[src/rtl/ssoc_pkg.sv]
// Shared constants, types and helpers for the sync / soft reset / one-shot control link
package ssoc_pkg;

  // Master clock
  localparam int CLK_NS = 10;

  // Serial frame layout: read flag, 7-bit address, 8-bit data
  localparam int FRAME_BITS = 16;
  localparam logic [4:0] LAST_BIT = 5'(FRAME_BITS - 1);
  localparam logic [4:0] FRAME_RISES = 5'(FRAME_BITS);
  localparam int RW_BIT = 15;
  localparam int ADDR_MSB = 14;
  localparam int ADDR_LSB = 8;
  localparam int DATA_MSB = 7;
  localparam logic RW_READ = 1'b1;

  // Data control register
  localparam logic [6:0] DC_ADDR = 7'h06;
  localparam logic [7:0] DC_RESET = 8'h80;
  localparam int SYNC_BIT = 7;
  localparam int ONESHOT_BIT = 4;
  localparam int SRST_MSB = 1;
  localparam int SRST_LSB = 0;
  localparam logic [1:0] SRST_STEP1 = 2'h3;
  localparam logic [1:0] SRST_STEP2 = 2'h2;
  localparam logic [15:0] POST_RESET_RESP = 16'h0E00;

  // Timing: each time in ns, each count derived from it
  localparam int SYNC_PULSE_NS = 40;
  localparam logic [3:0] SYNC_PULSE_CYC = 4'((SYNC_PULSE_NS + CLK_NS - 1) / CLK_NS);
  localparam int SETTLE_NS = 20000;
  localparam logic [15:0] SETTLE_CYC = 16'((SETTLE_NS + CLK_NS - 1) / CLK_NS);
  localparam int ODR_NS = 4000;
  localparam logic [15:0] ODR_LAST = 16'(ODR_NS / CLK_NS - 1);
  localparam int SCLK_HALF_NS = 80;
  localparam logic [3:0] HALF_LAST = 4'((SCLK_HALF_NS + CLK_NS - 1) / CLK_NS - 1);

  // Host controller Wishbone map (byte addresses)
  localparam logic [3:0] WB_CMD_OFS = 4'h0;
  localparam logic [3:0] WB_STAT_OFS = 4'h4;
  localparam logic [3:0] WB_RESP_OFS = 4'h8;
  localparam int ST_BUSY = 0;
  localparam int ST_RESP_NEW = 1;
  localparam int ST_READY = 2;
  localparam int ST_SYNC_LSB = 8;
  localparam int ST_SYNC_MSB = 15;

  // Host serial master states, Gray along the frame
  typedef enum logic [1:0] {
    M_IDLE = 2'b00,
    M_LEAD = 2'b01,
    M_SHIFT = 2'b11,
    M_TRAIL = 2'b10
  } ssoc_mst_type;

  // Soft reset sequencer
  typedef enum logic {
    SR_IDLE = 1'b0,
    SR_ARMED = 1'b1
  } ssoc_srst_type;

  // Rising edge between two samples of a level
  function automatic logic ssoc_rise(input logic cur, input logic prev);
    return cur & ~prev;
  endfunction

  // Read image of the data control register
  function automatic logic [7:0] ssoc_dc_pack(input logic sync, input logic oneshot,
                                              input logic [1:0] srst);
    logic [7:0] v;
    v = 8'h00;
    v[SYNC_BIT] = sync;
    v[ONESHOT_BIT] = oneshot;
    v[SRST_MSB:SRST_LSB] = srst;
    return v;
  endfunction

endpackage

[src/rtl/ssoc_link_if.sv]
// Serial link and sync wiring between host controller and converter control logic
`timescale 1ns/100ps
interface ssoc_link_if;
  logic sclk;
  logic cs_n;
  logic mosi;
  logic miso;
  logic sync_out;
  logic sync_in;
  logic data_ready_pin;

  // Board wiring: sync output looped back to the sync input
  assign sync_in = sync_out;

  modport dev (
    input sclk,
    input cs_n,
    input mosi,
    output miso,
    output sync_out,
    input sync_in,
    output data_ready_pin
  );

  modport host (
    output sclk,
    output cs_n,
    output mosi,
    input miso,
    input sync_in,
    input data_ready_pin
  );
endinterface

[src/rtl/ssoc_dev.sv]
// Converter-side data control logic: serial slave, sync, one-shot and soft reset
// Operation
// - data control at 0x06, resets to 0x80
// - software sync acts like start pulse
// - host writes sync bit low, then high
// - sync recognised at frame's last rising edge
// - sync driven out aligned to master clock
// - sync output wired back to sync input
// - every sync input pulse resets filters
// - no data until filters fully settled
// - daisy chain needs two sync pulses
// - shared clock, one ready pin: two pulses
// - bit 4 one-shot: one result per edge
// - soft reset needs 0x03 then 0x02
// - soft reset restores core and registers
// - after soft reset first answer 0x0E00
//
// The Wishbone register port is this design's own decision.
`timescale 1ns/100ps
module ssoc_dev
  import ssoc_pkg::*;
(
  // Clock, reset, freeze
  input wire logic CORE_CLK,
  input wire logic RSTN,
  input wire logic CE,
  // Link
  ssoc_link_if.dev LNK,
  // Core side
  output logic [7:0] DATA_CONTROL,
  output logic FILTER_RESET,
  output logic SETTLING,
  output logic CONV_STROBE,
  output logic CORE_RESET
);

  // Pin vector positions and idle levels (chip select idles high)
  localparam int P_SCLK = 0;
  localparam int P_CSN = 1;
  localparam int P_MOSI = 2;
  localparam int P_SYNC = 3;
  localparam logic [3:0] PIN_IDLE = 4'h2;

  logic [3:0] pin_s1_r;
  logic [3:0] pin_s2_r;
  logic [3:0] pin_d_r;
  wire [3:0] pins_in = {LNK.sync_in, LNK.mosi, LNK.cs_n, LNK.sclk};

  // Two-stage synchronisers, then one delay stage for edge finding
  always_ff @(posedge CORE_CLK or negedge RSTN) begin
    if (!RSTN) begin
      pin_s1_r <= PIN_IDLE;
      pin_s2_r <= PIN_IDLE;
      pin_d_r <= PIN_IDLE;
    end else if (CE) begin
      pin_s1_r <= pins_in;
      pin_s2_r <= pin_s1_r;
      pin_d_r <= pin_s2_r;
    end
  end

  // Edge and level decode from the synchronised pins
  wire selected = ~pin_s2_r[P_CSN];
  wire sclk_rise = selected & ssoc_rise(pin_s2_r[P_SCLK], pin_d_r[P_SCLK]);
  wire sclk_fall = selected & ssoc_rise(pin_d_r[P_SCLK], pin_s2_r[P_SCLK]);
  wire cs_fall = ssoc_rise(pin_d_r[P_CSN], pin_s2_r[P_CSN]);
  wire sync_rise = ssoc_rise(pin_s2_r[P_SYNC], pin_d_r[P_SYNC]);
  wire mosi_bit = pin_s2_r[P_MOSI];

  logic [15:0] rx_r;
  logic [15:0] tx_r;
  logic [15:0] resp_r;
  logic [4:0] bit_cnt_r;

  // The word is complete at the sixteenth rising edge, not at chip select release
  wire frame_done = sclk_rise & (bit_cnt_r == LAST_BIT);
  wire [15:0] word = {rx_r[14:0], mosi_bit};
  wire cmd_read = (word[RW_BIT] == RW_READ);
  wire [6:0] cmd_addr = word[ADDR_MSB:ADDR_LSB];
  wire [7:0] cmd_data = word[DATA_MSB:0];
  wire dc_hit = (cmd_addr == DC_ADDR);
  wire dc_wr = frame_done & ~cmd_read & dc_hit;
  wire [1:0] srst_code = cmd_data[SRST_MSB:SRST_LSB];

  // Register state
  logic sync_bit_r;
  logic oneshot_r;
  logic [1:0] srst_field_r;
  ssoc_srst_type srst_state_r;
  logic post_reset_r;
  wire [7:0] dc_value = ssoc_dc_pack(sync_bit_r, oneshot_r, srst_field_r);

  // Second step only counts straight after an accepted first step
  wire soft_reset_go = dc_wr & (srst_state_r == SR_ARMED) & (srst_code == SRST_STEP2);
  // Low-to-high change of the sync bit, stored low and written high by this write, is the command
  wire sync_cmd = dc_wr & ~soft_reset_go & ~sync_bit_r & cmd_data[SYNC_BIT];

  // Serial shifter: receive on rising, present next bit on falling
  always_ff @(posedge CORE_CLK or negedge RSTN) begin
    if (!RSTN) begin
      rx_r <= 16'h0000;
      tx_r <= 16'h0000;
      bit_cnt_r <= 5'h00;
    end else if (CE) begin
      if (cs_fall) begin
        bit_cnt_r <= 5'h00;
        tx_r <= resp_r;
      end else if (sclk_rise) begin
        rx_r <= word;
        bit_cnt_r <= bit_cnt_r + 5'h01;
      end else if (sclk_fall) begin
        tx_r <= {tx_r[14:0], 1'b0};
      end
    end
  end

  assign LNK.miso = tx_r[15];

  // Answer for the next frame; first command after a soft reset gets the marker
  wire [15:0] resp_nxt = post_reset_r ? POST_RESET_RESP
                                      : {1'b0, cmd_addr, dc_hit ? dc_value : 8'h00};
  wire post_reset_nxt = soft_reset_go | (post_reset_r & ~frame_done);

  always_ff @(posedge CORE_CLK or negedge RSTN) begin
    if (!RSTN) begin
      resp_r <= 16'h0000;
      post_reset_r <= 1'b0;
    end else if (CE) begin
      if (frame_done) begin
        resp_r <= resp_nxt;
      end
      post_reset_r <= post_reset_nxt;
    end
  end

  // Data control register and soft reset sequencer.
  // Any write to the field that is neither a repeated first step nor the second step drops an armed first step,
  // so a stray write can never complete a reset later.
  always_ff @(posedge CORE_CLK or negedge RSTN) begin
    if (!RSTN) begin
      sync_bit_r <= DC_RESET[SYNC_BIT];
      oneshot_r <= DC_RESET[ONESHOT_BIT];
      srst_field_r <= DC_RESET[SRST_MSB:SRST_LSB];
      srst_state_r <= SR_IDLE;
    end else if (CE) begin
      if (soft_reset_go) begin
        sync_bit_r <= DC_RESET[SYNC_BIT];
        oneshot_r <= DC_RESET[ONESHOT_BIT];
        srst_field_r <= DC_RESET[SRST_MSB:SRST_LSB];
        srst_state_r <= SR_IDLE;
      end else if (dc_wr) begin
        sync_bit_r <= cmd_data[SYNC_BIT];
        oneshot_r <= cmd_data[ONESHOT_BIT];
        srst_field_r <= srst_code;
        case (srst_state_r)
          SR_IDLE: begin
            srst_state_r <= (srst_code == SRST_STEP1) ? SR_ARMED : SR_IDLE;
          end
          SR_ARMED: begin
            srst_state_r <= (srst_code == SRST_STEP1) ? SR_ARMED : SR_IDLE;
          end
          default: begin
            srst_state_r <= SR_IDLE;
          end
        endcase
      end
    end
  end

  // Sync output pulse, counted on the master clock so every chained part sees it alike
  logic [3:0] sync_cnt_r;
  logic sync_out_r;

  always_ff @(posedge CORE_CLK or negedge RSTN) begin
    if (!RSTN) begin
      sync_cnt_r <= 4'h0;
      sync_out_r <= 1'b0;
    end else if (CE) begin
      if (soft_reset_go) begin
        sync_cnt_r <= 4'h0;
        sync_out_r <= 1'b0;
      end else if (sync_cmd) begin
        sync_cnt_r <= SYNC_PULSE_CYC;
        sync_out_r <= 1'b1;
      end else begin
        sync_out_r <= (sync_cnt_r > 4'h1);
        if (sync_cnt_r != 4'h0) begin
          sync_cnt_r <= sync_cnt_r - 4'h1;
        end
      end
    end
  end

  assign LNK.sync_out = sync_out_r;

  // Filter reset, settling and conversion timing.
  // Results are rate-based; one-shot only gates how many are released per sync edge.
  logic [15:0] settle_r;
  logic [15:0] odr_cnt_r;
  logic shot_armed_r;
  logic filt_rst_r;
  logic ready_r;
  wire odr_tick = (odr_cnt_r == ODR_LAST);
  wire settled = (settle_r == 16'h0000);
  wire conv_ok = odr_tick & settled & (~oneshot_r | shot_armed_r);

  always_ff @(posedge CORE_CLK or negedge RSTN) begin
    if (!RSTN) begin
      settle_r <= 16'h0000;
      odr_cnt_r <= 16'h0000;
      shot_armed_r <= 1'b0;
      filt_rst_r <= 1'b0;
      ready_r <= 1'b0;
    end else if (CE) begin
      filt_rst_r <= sync_rise & ~soft_reset_go;
      ready_r <= conv_ok & ~sync_rise & ~soft_reset_go;
      if (soft_reset_go) begin
        settle_r <= 16'h0000;
        odr_cnt_r <= 16'h0000;
        shot_armed_r <= 1'b0;
      end else if (sync_rise) begin
        settle_r <= SETTLE_CYC;
        odr_cnt_r <= 16'h0000;
        shot_armed_r <= 1'b1;
      end else begin
        odr_cnt_r <= odr_tick ? 16'h0000 : odr_cnt_r + 16'h0001;
        if (!settled) begin
          settle_r <= settle_r - 16'h0001;
        end
        if (conv_ok) begin
          shot_armed_r <= 1'b0;
        end
      end
    end
  end

  // Core side outputs
  logic core_rst_r;

  always_ff @(posedge CORE_CLK or negedge RSTN) begin
    if (!RSTN) begin
      core_rst_r <= 1'b0;
    end else if (CE) begin
      core_rst_r <= soft_reset_go;
    end
  end

  assign LNK.data_ready_pin = ready_r;
  assign DATA_CONTROL = dc_value;
  assign FILTER_RESET = filt_rst_r;
  assign SETTLING = ~settled;
  assign CONV_STROBE = ready_r;
  assign CORE_RESET = core_rst_r;

endmodule

[src/flat_wrapper.sv]
// flat-port wrapper written by rule: the top's interface ports become plain ports
module ssoc_dev_flat import ssoc_pkg::*;
  (CORE_CLK, RSTN, CE, DATA_CONTROL, FILTER_RESET, SETTLING, CONV_STROBE, CORE_RESET, LNK_sclk, LNK_cs_n, LNK_mosi, LNK_miso, LNK_sync_out, LNK_data_ready_pin);
  ssoc_link_if LNK_i ();
  input wire logic CORE_CLK;
  input wire logic RSTN;
  input wire logic CE;
  output logic [7:0] DATA_CONTROL;
  output logic FILTER_RESET;
  output logic SETTLING;
  output logic CONV_STROBE;
  output logic CORE_RESET;
  input wire logic [$bits(LNK_i.sclk)-1:0] LNK_sclk;
  input wire logic [$bits(LNK_i.cs_n)-1:0] LNK_cs_n;
  input wire logic [$bits(LNK_i.mosi)-1:0] LNK_mosi;
  output wire logic [$bits(LNK_i.miso)-1:0] LNK_miso;
  output wire logic [$bits(LNK_i.sync_out)-1:0] LNK_sync_out;
  output wire logic [$bits(LNK_i.data_ready_pin)-1:0] LNK_data_ready_pin;
  assign LNK_i.sclk = LNK_sclk;
  assign LNK_i.cs_n = LNK_cs_n;
  assign LNK_i.mosi = LNK_mosi;
  assign LNK_miso = LNK_i.miso;
  assign LNK_sync_out = LNK_i.sync_out;
  assign LNK_data_ready_pin = LNK_i.data_ready_pin;
  ssoc_dev u_core (.CORE_CLK(CORE_CLK), .RSTN(RSTN), .CE(CE), .LNK(LNK_i), .DATA_CONTROL(DATA_CONTROL), .FILTER_RESET(FILTER_RESET), .SETTLING(SETTLING), .CONV_STROBE(CONV_STROBE), .CORE_RESET(CORE_RESET));
endmodule
[config.mk]
export PLATFORM = sky130hd
export DESIGN_NAME = ssoc_dev_flat
export DESIGN_NICKNAME = d
export VERILOG_FILES = /design/src/rtl/ssoc_pkg.sv /design/src/rtl/ssoc_link_if.sv /design/src/rtl/ssoc_dev.sv /design/src/flat_wrapper.sv
export SDC_FILE = /design/constraint.sdc
export NUM_CORES = 1
export LEC_CHECK = 0
export ABC_AREA = 0
export BUFFER_PORTS_ARGS = -buffer_cell sky130_fd_sc_hd__clkbuf_2
export CAP_MARGIN = 10
export CORE_ASPECT_RATIO = 0.6
export CORE_MARGIN = 5
export CORE_UTILIZATION = 30
export CTS_CLUSTER_SIZE = 24
export DETAILED_ROUTE_END_ITERATION = 6
export SYNTH_ARGS = -nofsm -noshare
export SYNTH_HDL_FRONTEND = slang
export SYNTH_SLANG_ARGS = --single-unit
[constraint.sdc]
create_clock -name CORE_CLK -period 3.4 [get_ports CORE_CLK]
set_input_delay 0.17 -clock CORE_CLK [delete_from_list [all_inputs] [get_ports CORE_CLK]]
set_output_delay 0.17 -clock CORE_CLK [all_outputs]
set_load 0.02 [all_outputs]
==> results of run 1 <==
==> flip-flops by register name, summed over array words and instances (netlist names) <==
name and cells:
u_core.pin_d_r 3, u_core.tx_r 16, u_core.sync_bit_r 1, u_core.resp_r 11, u_core.FILTER_RESET 1, u_core.pin_s2_r 4
u_core.srst_field_r 2, u_core.sync_cnt_r 4, u_core.pin_s1_r 4, u_core.rx_r 15, u_core.shot_armed_r 1, u_core.settle_r 16
u_core.CONV_STROBE 1, u_core.srst_state_r 1, u_core.CORE_RESET 1, u_core.oneshot_r 1, u_core.LNK.sync_out 1, u_core.bit_cnt_r 5
u_core.odr_cnt_r 16, u_core.post_reset_r 1
==> worst min-delay path by stage <==
stage                     startpoint                  to  slack (ns)  cells past startpoint
after global placement          RSTN  u_core.settle_r[2]        0.25                      1
after global routing        LNK_cs_n  u_core.pin_s1_r[1]        0.06                      2
after detailed placement        RSTN  u_core.settle_r[2]        0.26                      1
after CTS                   LNK_cs_n  u_core.pin_s1_r[1]        0.06                      2
after floorplan                 RSTN  u_core.CONV_STROBE       -0.13                      0
final                       LNK_cs_n  u_core.pin_s1_r[1]        0.08                      2
==> power by group through the flow <==
stage | sequential [W] | combinational, W | clock [W]
4_1_cts | 0.00153 | 0.000400 | 0.00128
6_report | 0.00154 | 0.000400 | 0.00125
3_3_place_gp | 0.00155 | 0.000384 | 0
3_5_place_dp | 0.00156 | 0.000398 | 0
5_1_grt | 0.00156 | 0.000459 | 0.00133
2_1_floorplan | 0.00151 | 0.000309 | 0
==> through the flow <==
step | cell area [um^2] | cells | hold WS, ns | worst slack, ns | power (W)
final | 5760 | 769 | 0.0783 | 0.615 | 0.00319
after global routing | 5760 | 769 | 0.0649 | 0.352 | 0.00335
after CTS | 5760 | 769 | 0.0642 | 0.642 | 0.00321
after detailed placement | 5390 | 752 | 0.260 | 0.622 | 0.00195
after global placement | 5390 | 752 | 0.247 | 0.721 | 0.00193
after floorplan | 5120 | 531 | -0.126 | 1.02 | 0.00182
==> layout make-up <==
| type | count | share of cell area [%] |
|---|---|---|
| Sequential cell | 105 | 45.7 |
| Clock buffer | 11 | 4.04 |
| Multi-Input combinational cell | 376 | 39.3 |
| Timing Repair Buffer | 23 | 2.39 |
| Inverter | 21 | 1.41 |
| Tap cell | 228 | 4.95 |
| Clock inverter | 5 | 2.21 |
==> critical path, stage by stage (launching register included) <==
cell,delay (ns)
dfrtp_1,0.41
ha_1,0.20
and3_1,0.16
ha_1,0.17
nor4bb_1,0.34
nand4_1,0.45
nand4_1,0.55
nor3_1,0.10
a211o_1,0.28
==> logic make-up (layout without fill, tap and decap cells) <==
logic type               Yosys count  count (layout)
other                              1               4
buffers and inverters             50              60
multiplexers                      24              24
flip-flops                       105             105
adder cells (fa/ha/maj)            7               7
AND/OR/NAND/NOR                  217             217
AO/OA/AOI/OAI                    121             121
XOR/XNOR                           3               3
==> routing by layer <==
layer / vias to the layer above / wire, um / track usage (%)
li1: 1877 / - / -
met1: 1879 / 6000 / 18.9
met2: 116 / 4490 / 15.3
met3: 18 / 715 / 2.83
met4: 0 / 159 / 3.32
met5: - / 0 / 0
==> repair_timing <==
| action | CTS | global route |
|---|---|---|
| buffers inserted | 0 | 0 |
| hold buffers | 1 | 0 |
| endpoints found under the hold margin | 46 | 0 |
==> cell usage in the layout, fill, tap and decap left out, types with 3 or more instances in the layout <==
master and count:
nand4_1 8, nand3_1 15, nor2b_1 8, ha_1 7
nand2b_1 8, mux2i_1 11, nand2_1 105, nor4_1 6
a211o_1 5, buf_4 7, dfstp_2 4, o2bb2ai_1 6
nor4bb_1 4, o311ai_0 4, or4_1 5, a21oi_1 13
dfrtp_1 101, bufinv_16 4, nor2_1 16, and3_1 10
clkbuf_2 15, o21ai_0 55, nor3_1 9, inv_1 20
mux2_2 13, conb_1 4, clkbuf_16 9, a22o_1 7
a31oi_1 4, xor2_1 3, o22ai_1 5, or3_1 7
==> summary.md, run 1 <==
| Metric | Value |
|---|---|
| Status | finished clean |
| Clock sinks | 105 |
| R2R setup slack | 0.62 ns |
| Die height | 111 um |
| Worst Path Arrival | 3.01 ns |
| Critical Path Source | u_core.bit_cnt_r[0] |
| Initial antenna violation count | 0 |
| DRC Markers | 0 |
| DR vias | 3890 |
| Maximum vdd drop | 0.212 mV |
| Cell internal pwr | 0.00235 W |
| Crit share post-route | 81.9% |
| Tightest Hold Check Type | in -> reg |
| I/O pin count | 21 |
| Adder-Cell Fraction of Synth Area | 1.71% |
| Ant. Diodes | 0 |
| Die W | 178 um |
| DRT iter0 DRCs | 402 |
| Mux cell area share after synthesis | 5.02% |
| Clk buf depth | 2 |
| Required @ worst endpoint | 3.63 ns |
| Cells after Synth | 528 |
| Yosys top cell area share | 49.5% |
| Critical R2R Capture | u_core.odr_cnt_r[14] |
| Leakage Power | 2.55 nW |
| Clock buffer count from CTS | 9 |
| Peak Freq | 359 MHz |
| Async set-reset flop share out of synthesis | 100% |
| Critical R2R Launch | u_core.bit_cnt_r[0] |
| Number of I/O port buffers | 16 |
| Worst reg2reg path depth | 8 |
| Core ar. | 16500 um^2 |
| Final setup vio count | 0 |
| Final Hold Violating Endpoints | 0 |
| Die footprint | 19800 um^2 |
| Sequential share of the synthesized area | 51.5% |
| CTS root buf | clkbuf_16 |
| Final nets | 549 |
| CTS resizes | 0 |
| Router iterations before antenna repair | 6 |
| Min Tclk post-route | 2.78 ns |
| EDFF count, synth | 0 |
| Skew final | 0.00548 ns |
| Setup TNS | 0 ns |
| Proportion of layout cells with a drive suffix above 1 | 12.0% |
| Crit path capture | u_core.odr_cnt_r[14] |
| Worst-Skew Late Latency | 0.34 ns |
| All-Layer GR Usage | 11.8% |
| Total area of sequential cells | 2630 um^2 |
| Area of the multi-input gates | 2260 um^2 |
| Combinational share of power | 12.5% |
| H-tree depth | 3 |
| Final ANT Viol Nets | 0 |
| Warnings from Yosys | 0 |
| Wirelength per Cell | 14.8 um |
| Most common cell in the netlist | nand2_1 |
| Worst-path fanout max | 11 |
| Initial Util | 31.0% |
| Filler instances | 1649 |
| HPWL Detailed | 7.89 mm |
| GP Congestion | 0.848 |
| Worst Setup Start Kind | register |
| Yosys top cell by area | dfrtp_1 |
| TritonCTS clock tree | done |
| Vias/cell | 5.06 |
| Synth-to-Final Area Change | 12.8% |
| Crit path capture type | register |
| Sw Pwr | 0.000842 W |
| Unrepaired setup endpoints after global routing | no |
| Most common library cells after synthesis | nand2_1, dfrtp_1, o21ai_0 |
| Part of the power in registers | 48.3% |
| Reg clk slew, reported paths | 0.07 ns |
| PwrDens | 554 nW/um^2 |
| Pin count of the biggest net entering global routing | 51 |
| Simple-gate portion of the synthesized area | 21.4% |
| Row count | 36 |
| Fin util | 34.9% |
| Largest family of logic cells by synthesized area | simple AND/OR/NAND/NOR gates |
| Max cap viols | 0 |
| Grt ovf | 0 |
| Max-slew headroom | 28.1% |
| Sw Ratio | 26.4% |
| First-pass GRT wire length | 19.1 mm |
| Synthesized flop and latch total | 105 |
| Cell area after synthesis | 5110 um^2 |
| Top cells by area, synth | dfrtp_1, nand2_1, o21ai_0 |
| Worst Tran Pin Value | 1.08 ns |
| Number of global-route vias before repair | 3662 |
| Synthesized area per cell | 9.67 um^2 |
| Xor/xnor cell area share of the yosys netlist | 0.514% |
| DRT Wirelength | 11.4 mm |
| Post-synthesis cell type count | 62 |
| Pins Over Slew Limit | 0 |
| Synth Flop Type | dfrtp_1 |
| Synth Area in Compound Gates | 15.3% |
| Clock Power Share | 39.2% |
| Setup CP Type | reg -> reg |
No activity file was read; power rests on OpenSTA's default activity.
==> run 2: changes to the inputs <==
==> constraint.sdc (replaced) <==
create_clock -name CORE_CLK -period 2.8 [get_ports CORE_CLK]
set_input_delay 0.14 -clock CORE_CLK [delete_from_list [all_inputs] [get_ports CORE_CLK]]
set_output_delay 0.14 -clock CORE_CLK [all_outputs]
set_load 0.02 [all_outputs]
==> run 2 against run 1 <==
Register-to-register slack worse by 0.43 ns. Global-route usage is 0.16 points lower. Non-clock buffer count is 5 higher. Combinational power is 21% higher. Final area is 0.20% lower.
==> summary.md, run 2 (synthesis gave the netlist of run 1 again) <==
| Metric | Value |
|---|---|
| Setup TNS | 0 ns |
| Worst Setup Start Kind | register |
| Clock buffer count from CTS | 9 |
| Max-slew headroom | 29.7% |
| Cell internal pwr | 0.00261 W |
| Slowest cell delay on critical path | 0.54 ns |
| All-Layer GR Usage | 11.6% |
| Worst Path Arrival | 2.52 ns |
| Cells after DPL | 757 |
| Most crowded layer after global routing | met1 |
| Hold EP | u_core.pin_s1_r[2] |
| Final setup vio count | 0 |
| Proportion of layout cells with a drive suffix above 1 | 12.8% |
| TritonCTS clock tree | done |
| Hold Buf Count CTS | 1 |
| Core ar. | 16500 um^2 |
| WP buf/inv | 3 |
| Final Hold Violating Endpoints | 0 |
| Max cap viols | 0 |
| Sw Ratio | 27.8% |
| Skew final | 0.00868 ns |
| Critical R2R Launch | u_core.bit_cnt_r[0] |
| Row count | 36 |
| Slowest CP cell | or3b_2 |
| Crit share post-route | 95.1% |
| Tightest Hold Check Type | in -> reg |
| Placed cell area | 5440 um^2 |
| Final nets | 554 |
| Clock Power Share | 34.9% |
| GRT met1 Usage | 18.2% |
| Fin util | 34.9% |
| Delay-heaviest family, CP | simple AND/OR/NAND/NOR gates |
| Setup CP Type | reg -> out |
| Min Tclk post-route | 2.66 ns |
| Clock sinks | 105 |
| R2R setup slack | 0.19 ns |
| Worst-Skew Late Latency | 0.34 ns |
| Status | finished clean |
| Finished Layout Cells | 774 |
| Combinational share of power | 13.4% |
| Peak Freq | 375 MHz |
| Ant. Diodes | 0 |
| Synth-to-Final Area Change | 12.6% |
| Die footprint | 19800 um^2 |
| Total area of sequential cells | 2630 um^2 |
| Sw Pwr | 0.00101 W |
| Required @ worst endpoint | 2.66 ns |
| Met2 track demand over resource | 15.5% |
| Worst reg2reg path depth | 8 |
| Largest regs | u_core.odr_cnt_r: 16 flops, u_core.settle_r: 16 flops, u_core.tx_r: 16 flops |
| Most common cell after layout, fill and taps aside | nand2_1 |
| HPWL Detailed | 7.93 mm |
| DRC Markers | 0 |
| Design area | 5750 um^2 |
| DRT iter0 DRCs | 304 |
| PwrDens | 629 nW/um^2 |
| Number of I/O port buffers | 16 |
| Clk buf depth | 2 |
| Critical Path Stages | 7 |
| Initial antenna violation count | 0 |
| Crit-path cells | inv_1 > ha_1 > or3b_2 > or3_1 > nor2_8 > inv_4 > clkbuf_2 |
| GP Congestion | 0.861 |
| Pin count of the biggest net entering global routing | 55 |
| DRT Wirelength | 11.1 mm |
| Part of the power in registers | 51.6% |
| Post-CTS Setup Inserts | 0 |
| Tot Pwr | 0.00362 W |
| First-pass GRT wire length | 18.9 mm |
| Met3 GRT Util | 3.17% |
| Filler instances | 1677 |
| CTS resizes | 0 |
| Reg clk slew, reported paths | 0.07 ns |
| Critical R2R Capture | u_core.odr_cnt_r[12] |
| Die W | 178 um |
| Area of the multi-input gates | 2260 um^2 |
| Vias/cell | 4.99 |
| Worst hold stages | 2 |
| Maximum vdd drop | 0.324 mV |
| Leakage Power | 2.56 nW |
| Crit path capture type | output port |
| DR vias | 3866 |
| Number of global-route vias before repair | 3634 |
| Hold path start | LNK_mosi |
| Wirelength per Cell | 14.4 um |
| H-tree depth | 3 |
| Most frequent cells in the layout | nand2_1, dfrtp_1, o21ai_0, inv_1, nor2_1 |
| Die height | 111 um |
| Worst-path fanout max | 8 |
| I/O pin count | 21 |
| Unrepaired setup endpoints after global routing | no |
| Pins Over Slew Limit | 0 |
| Final ANT Viol Nets | 0 |
| Initial Util | 31.0% |
| CTS root buf | clkbuf_16 |
| Grt ovf | 0 |
| Worst Tran Pin Value | 1.05 ns |
| Router iterations before antenna repair | 5 |
[run 2: layer usage]
metal  share of wire [%]  up-vias  wire length (um)
met3                 5.0        8               562
met5                   0        -                 0
met1                  53     1866              5890
li1                    -     1894                 -
met2                  41       98              4580
met4                0.93        0               104
[run 2: power groups by stage]
stage               sequential [W]  combinational, W  clock, W
CTS                        0.00186          0.000490   0.00130
global route               0.00189          0.000554   0.00136
finish                     0.00187          0.000486   0.00126
detailed placement         0.00189          0.000485         0
global placement           0.00188          0.000472         0
floorplan                  0.00183          0.000375         0
[run 2: worst max-delay path by stage]
stage / startpoint / end / slack (ns)
after CTS: u_core.settle_r[0] / SETTLING / 0.13
after floorplan: u_core.bit_cnt_r[0] / u_core.odr_cnt_r[15] / 0.42
after global routing: u_core.settle_r[0] / SETTLING / 0.01
final: u_core.settle_r[0] / SETTLING / 0.14
after detailed placement: u_core.bit_cnt_r[0] / u_core.odr_cnt_r[12] / 0.24
after global placement: u_core.bit_cnt_r[0] / u_core.odr_cnt_r[12] / 0.34
[run 2: through the flow]
step / hold WS (ns) / setup slack [ns]
finish: 0.0510 / 0.137
global route: 0.0490 / 0.0129
CTS: 0.0407 / 0.131
detailed placement: 0.232 / 0.235
global placement: 0.226 / 0.336
floorplan: -0.156 / 0.417
[run 2: final cells by class]
class,count,share of cell area [%]
Sequential cell,105,45.8
Multi-Input combinational cell,376,39.4
Tap cell,228,4.96
Clock buffer,12,4.29
Timing Repair Buffer,28,3.26
Inverter,21,1.41
Clock inverter,4,0.914
==> run 3: changes to the inputs <==
--- a/config.mk
+++ b/config.mk
@@ -9,10 +9,11 @@
 export BUFFER_PORTS_ARGS = -buffer_cell sky130_fd_sc_hd__clkbuf_2
 export CAP_MARGIN = 10
 export CORE_ASPECT_RATIO = 0.6
-export CORE_MARGIN = 5
+export CORE_MARGIN = 8
 export CORE_UTILIZATION = 30
 export CTS_CLUSTER_SIZE = 24
 export DETAILED_ROUTE_END_ITERATION = 6
+export SETUP_SLACK_MARGIN = 0.2
 export SYNTH_ARGS = -nofsm -noshare
 export SYNTH_HDL_FRONTEND = slang
 export SYNTH_SLANG_ARGS = --single-unit
==> run 3 against run 2 <==
Power grew 5.8%. Worst hold slack got worse by 0.032 ns. Sequential cell count unchanged. Combinational power about the same. Sequential share of layout area down 0.74 points. Fmax up 8.2%. Setup slack better by 0.20 ns. Register-to-register slack improved by 0.22 ns. Core utilization down 0.29 points. Largest power group unchanged.
==> summary.md, run 3 (synthesis gave the netlist of run 1 again) <==
| Metric | Value |
|---|---|
| Ant. Diodes | 0 |
| Die height | 117 um |
| Worst setup margin | 0.339 ns |
| Leakage Power | 2.59 nW |
| Required @ worst endpoint | 2.66 ns |
| DRT iter0 DRCs | 416 |
| Worst Setup Start Kind | register |
| Min Tclk post-route | 2.46 ns |
| All-Layer GR Usage | 10.9% |
| Worst-path fanout max | 8 |
| Hold path start | LNK_mosi |
| Initial Util | 30.2% |
| Number of global-route vias before repair | 3746 |
| Grt ovf | 0 |
| Unrepaired setup endpoints after global routing | yes |
| Critical R2R Capture | u_core.settle_r[3] |
| Clock buffer count from CTS | 9 |
| Core ar. | 16900 um^2 |
| Crit-path cells | or4_1 > or3_4 > nor2_8 > inv_4 > clkbuf_2 |
| Crit path capture | SETTLING |
| I/O pin count | 21 |
| Peak Freq | 406 MHz |
| Largest regs | u_core.odr_cnt_r: 16 flops, u_core.settle_r: 16 flops, u_core.tx_r: 16 flops |
| GP Congestion | 0.864 |
| Status | finished clean |
| Pin count of the biggest net entering global routing | 65 |
| DRT Wirelength | 11.2 mm |
| Worst-Skew Late Latency | 0.35 ns |
| Synth-to-Final Area Change | 14.5% |
| TritonCTS clock tree | done |
| Maximum vdd drop | 0.281 mV |
| Most frequent cells in the layout | nand2_1, dfrtp_1, o21ai_0, inv_1 |
| Clock sinks | 105 |
| First-pass GRT wire length | 19.1 mm |
| R2R setup slack | 0.41 ns |
| Dpl ws | 0.304 ns |
| Reg clk slew, reported paths | 0.07 ns |
| Most common cell after layout, fill and taps aside | nand2_1 |
| Wirelength per Cell | 14.3 um |
| Row count | 37 |
| Max-slew headroom | 62.1% |
| Skew final | 0.00986 ns |
| Final setup vio count | 0 |
| WP buf/inv | 2 |
| Setup TNS | 0 ns |
| Initial antenna violation count | 0 |
| Worst reg2reg path depth | 9 |
| HPWL Detailed | 7.83 mm |
| Tot Pwr | 0.00383 W |
| Crit share post-route | 87.9% |
| Proportion of layout cells with a drive suffix above 1 | 14.2% |
| Final ANT Viol Nets | 0 |
| Number of I/O port buffers | 16 |
| DRC Markers | 0 |
| Critical R2R Launch | u_core.bit_cnt_r[0] |
| Final nets | 556 |
| Die footprint | 21600 um^2 |
| Final Hold Violating Endpoints | 0 |
| Vias/cell | 4.93 |
| Delay-heaviest family, CP | simple AND/OR/NAND/NOR gates |
| Slowest CP cell | or4_1 |
| CTS root buf | clkbuf_16 |
| Worst Tran Pin Value | 0.567 ns |
| Clk buf depth | 2 |
| Setup CP Type | reg -> out |
| Max cap viols | 0 |
| Crit path capture type | output port |
| Die W | 184 um |
| Pins Over Slew Limit | 0 |
| Critical Path Stages | 5 |
| H-tree depth | 3 |
| Slowest cell delay on critical path | 0.66 ns |
| Critical Path Source | u_core.settle_r[4] |
| Tightest Hold Check Type | in -> reg |
| PwrDens | 655 nW/um^2 |
| DR vias | 3853 |
| Worst Path Arrival | 2.32 ns |
| Router iterations before antenna repair | 4 |
==> run 3: metal layers <==
metal | routed length, um | part of all wire, % | GRT usage (%)
met1 | 5830 | 52 | 16.0
met2 | 4790 | 43 | 16.1
met3 | 542 | 4.8 | 2.13
met4 | 50 | 0.45 | 3.26
met5 | 0 | 0 | 0
==> run 3: layout make-up <==
class | instances | area [um^2]
fillers | 1694 | 11100
well taps | 234 | 293
flip-flops and latches | 105 | 2630
inverters | 21 | 81.3
clock buffers | 10 | 239
repair buffers | 30 | 203
clock inverters | 6 | 115
multi-input cells | 376 | 2280
==> run 3: report_power, final <==
part           total (W)  switching [W]  leakage, nW  internal (W)
clock            0.00146       0.000562        0.169      0.000901
combinational   0.000489       0.000274         1.06      0.000215
sequential       0.00187       0.000194         1.36       0.00168
==> run 3: how the worst min path moves through the flow <==
stage / to / cells past startpoint / slack [ns]
2_1_floorplan: u_core.CONV_STROBE / 0 / -0.16
3_3_place_gp: u_core.settle_r[5] / 1 / 0.17
3_5_place_dp: u_core.settle_r[5] / 1 / 0.17
4_1_cts: u_core.pin_s1_r[2] / 2 / 0.01
5_1_grt: u_core.pin_s1_r[2] / 2 / 0.02
6_report: u_core.pin_s1_r[2] / 2 / 0.02
==> run 3: per-stage QoR <==
stage / cell area [um^2] / instances / hold WS (ns) / utilization, %
after floorplan: 5120 / 531 / -0.156 / -
after global placement: 5460 / 764 / 0.173 / 32.3
after detailed placement: 5460 / 764 / 0.172 / 32.3
after CTS: 5830 / 781 / 0.0118 / 34.5
after global routing: 5850 / 782 / 0.0198 / 34.6
final: 5850 / 782 / 0.0195 / 34.6
==> run 3: repair_timing <==
action / in CTS / in global routing
pin swaps: 0 / 1
hold buffers: 1 / 0
endpoints found under the hold margin: 40 / 0
buffers inserted: 0 / 1
resized for setup: 1 / 5
endpoints found under the setup margin: 1 / 16
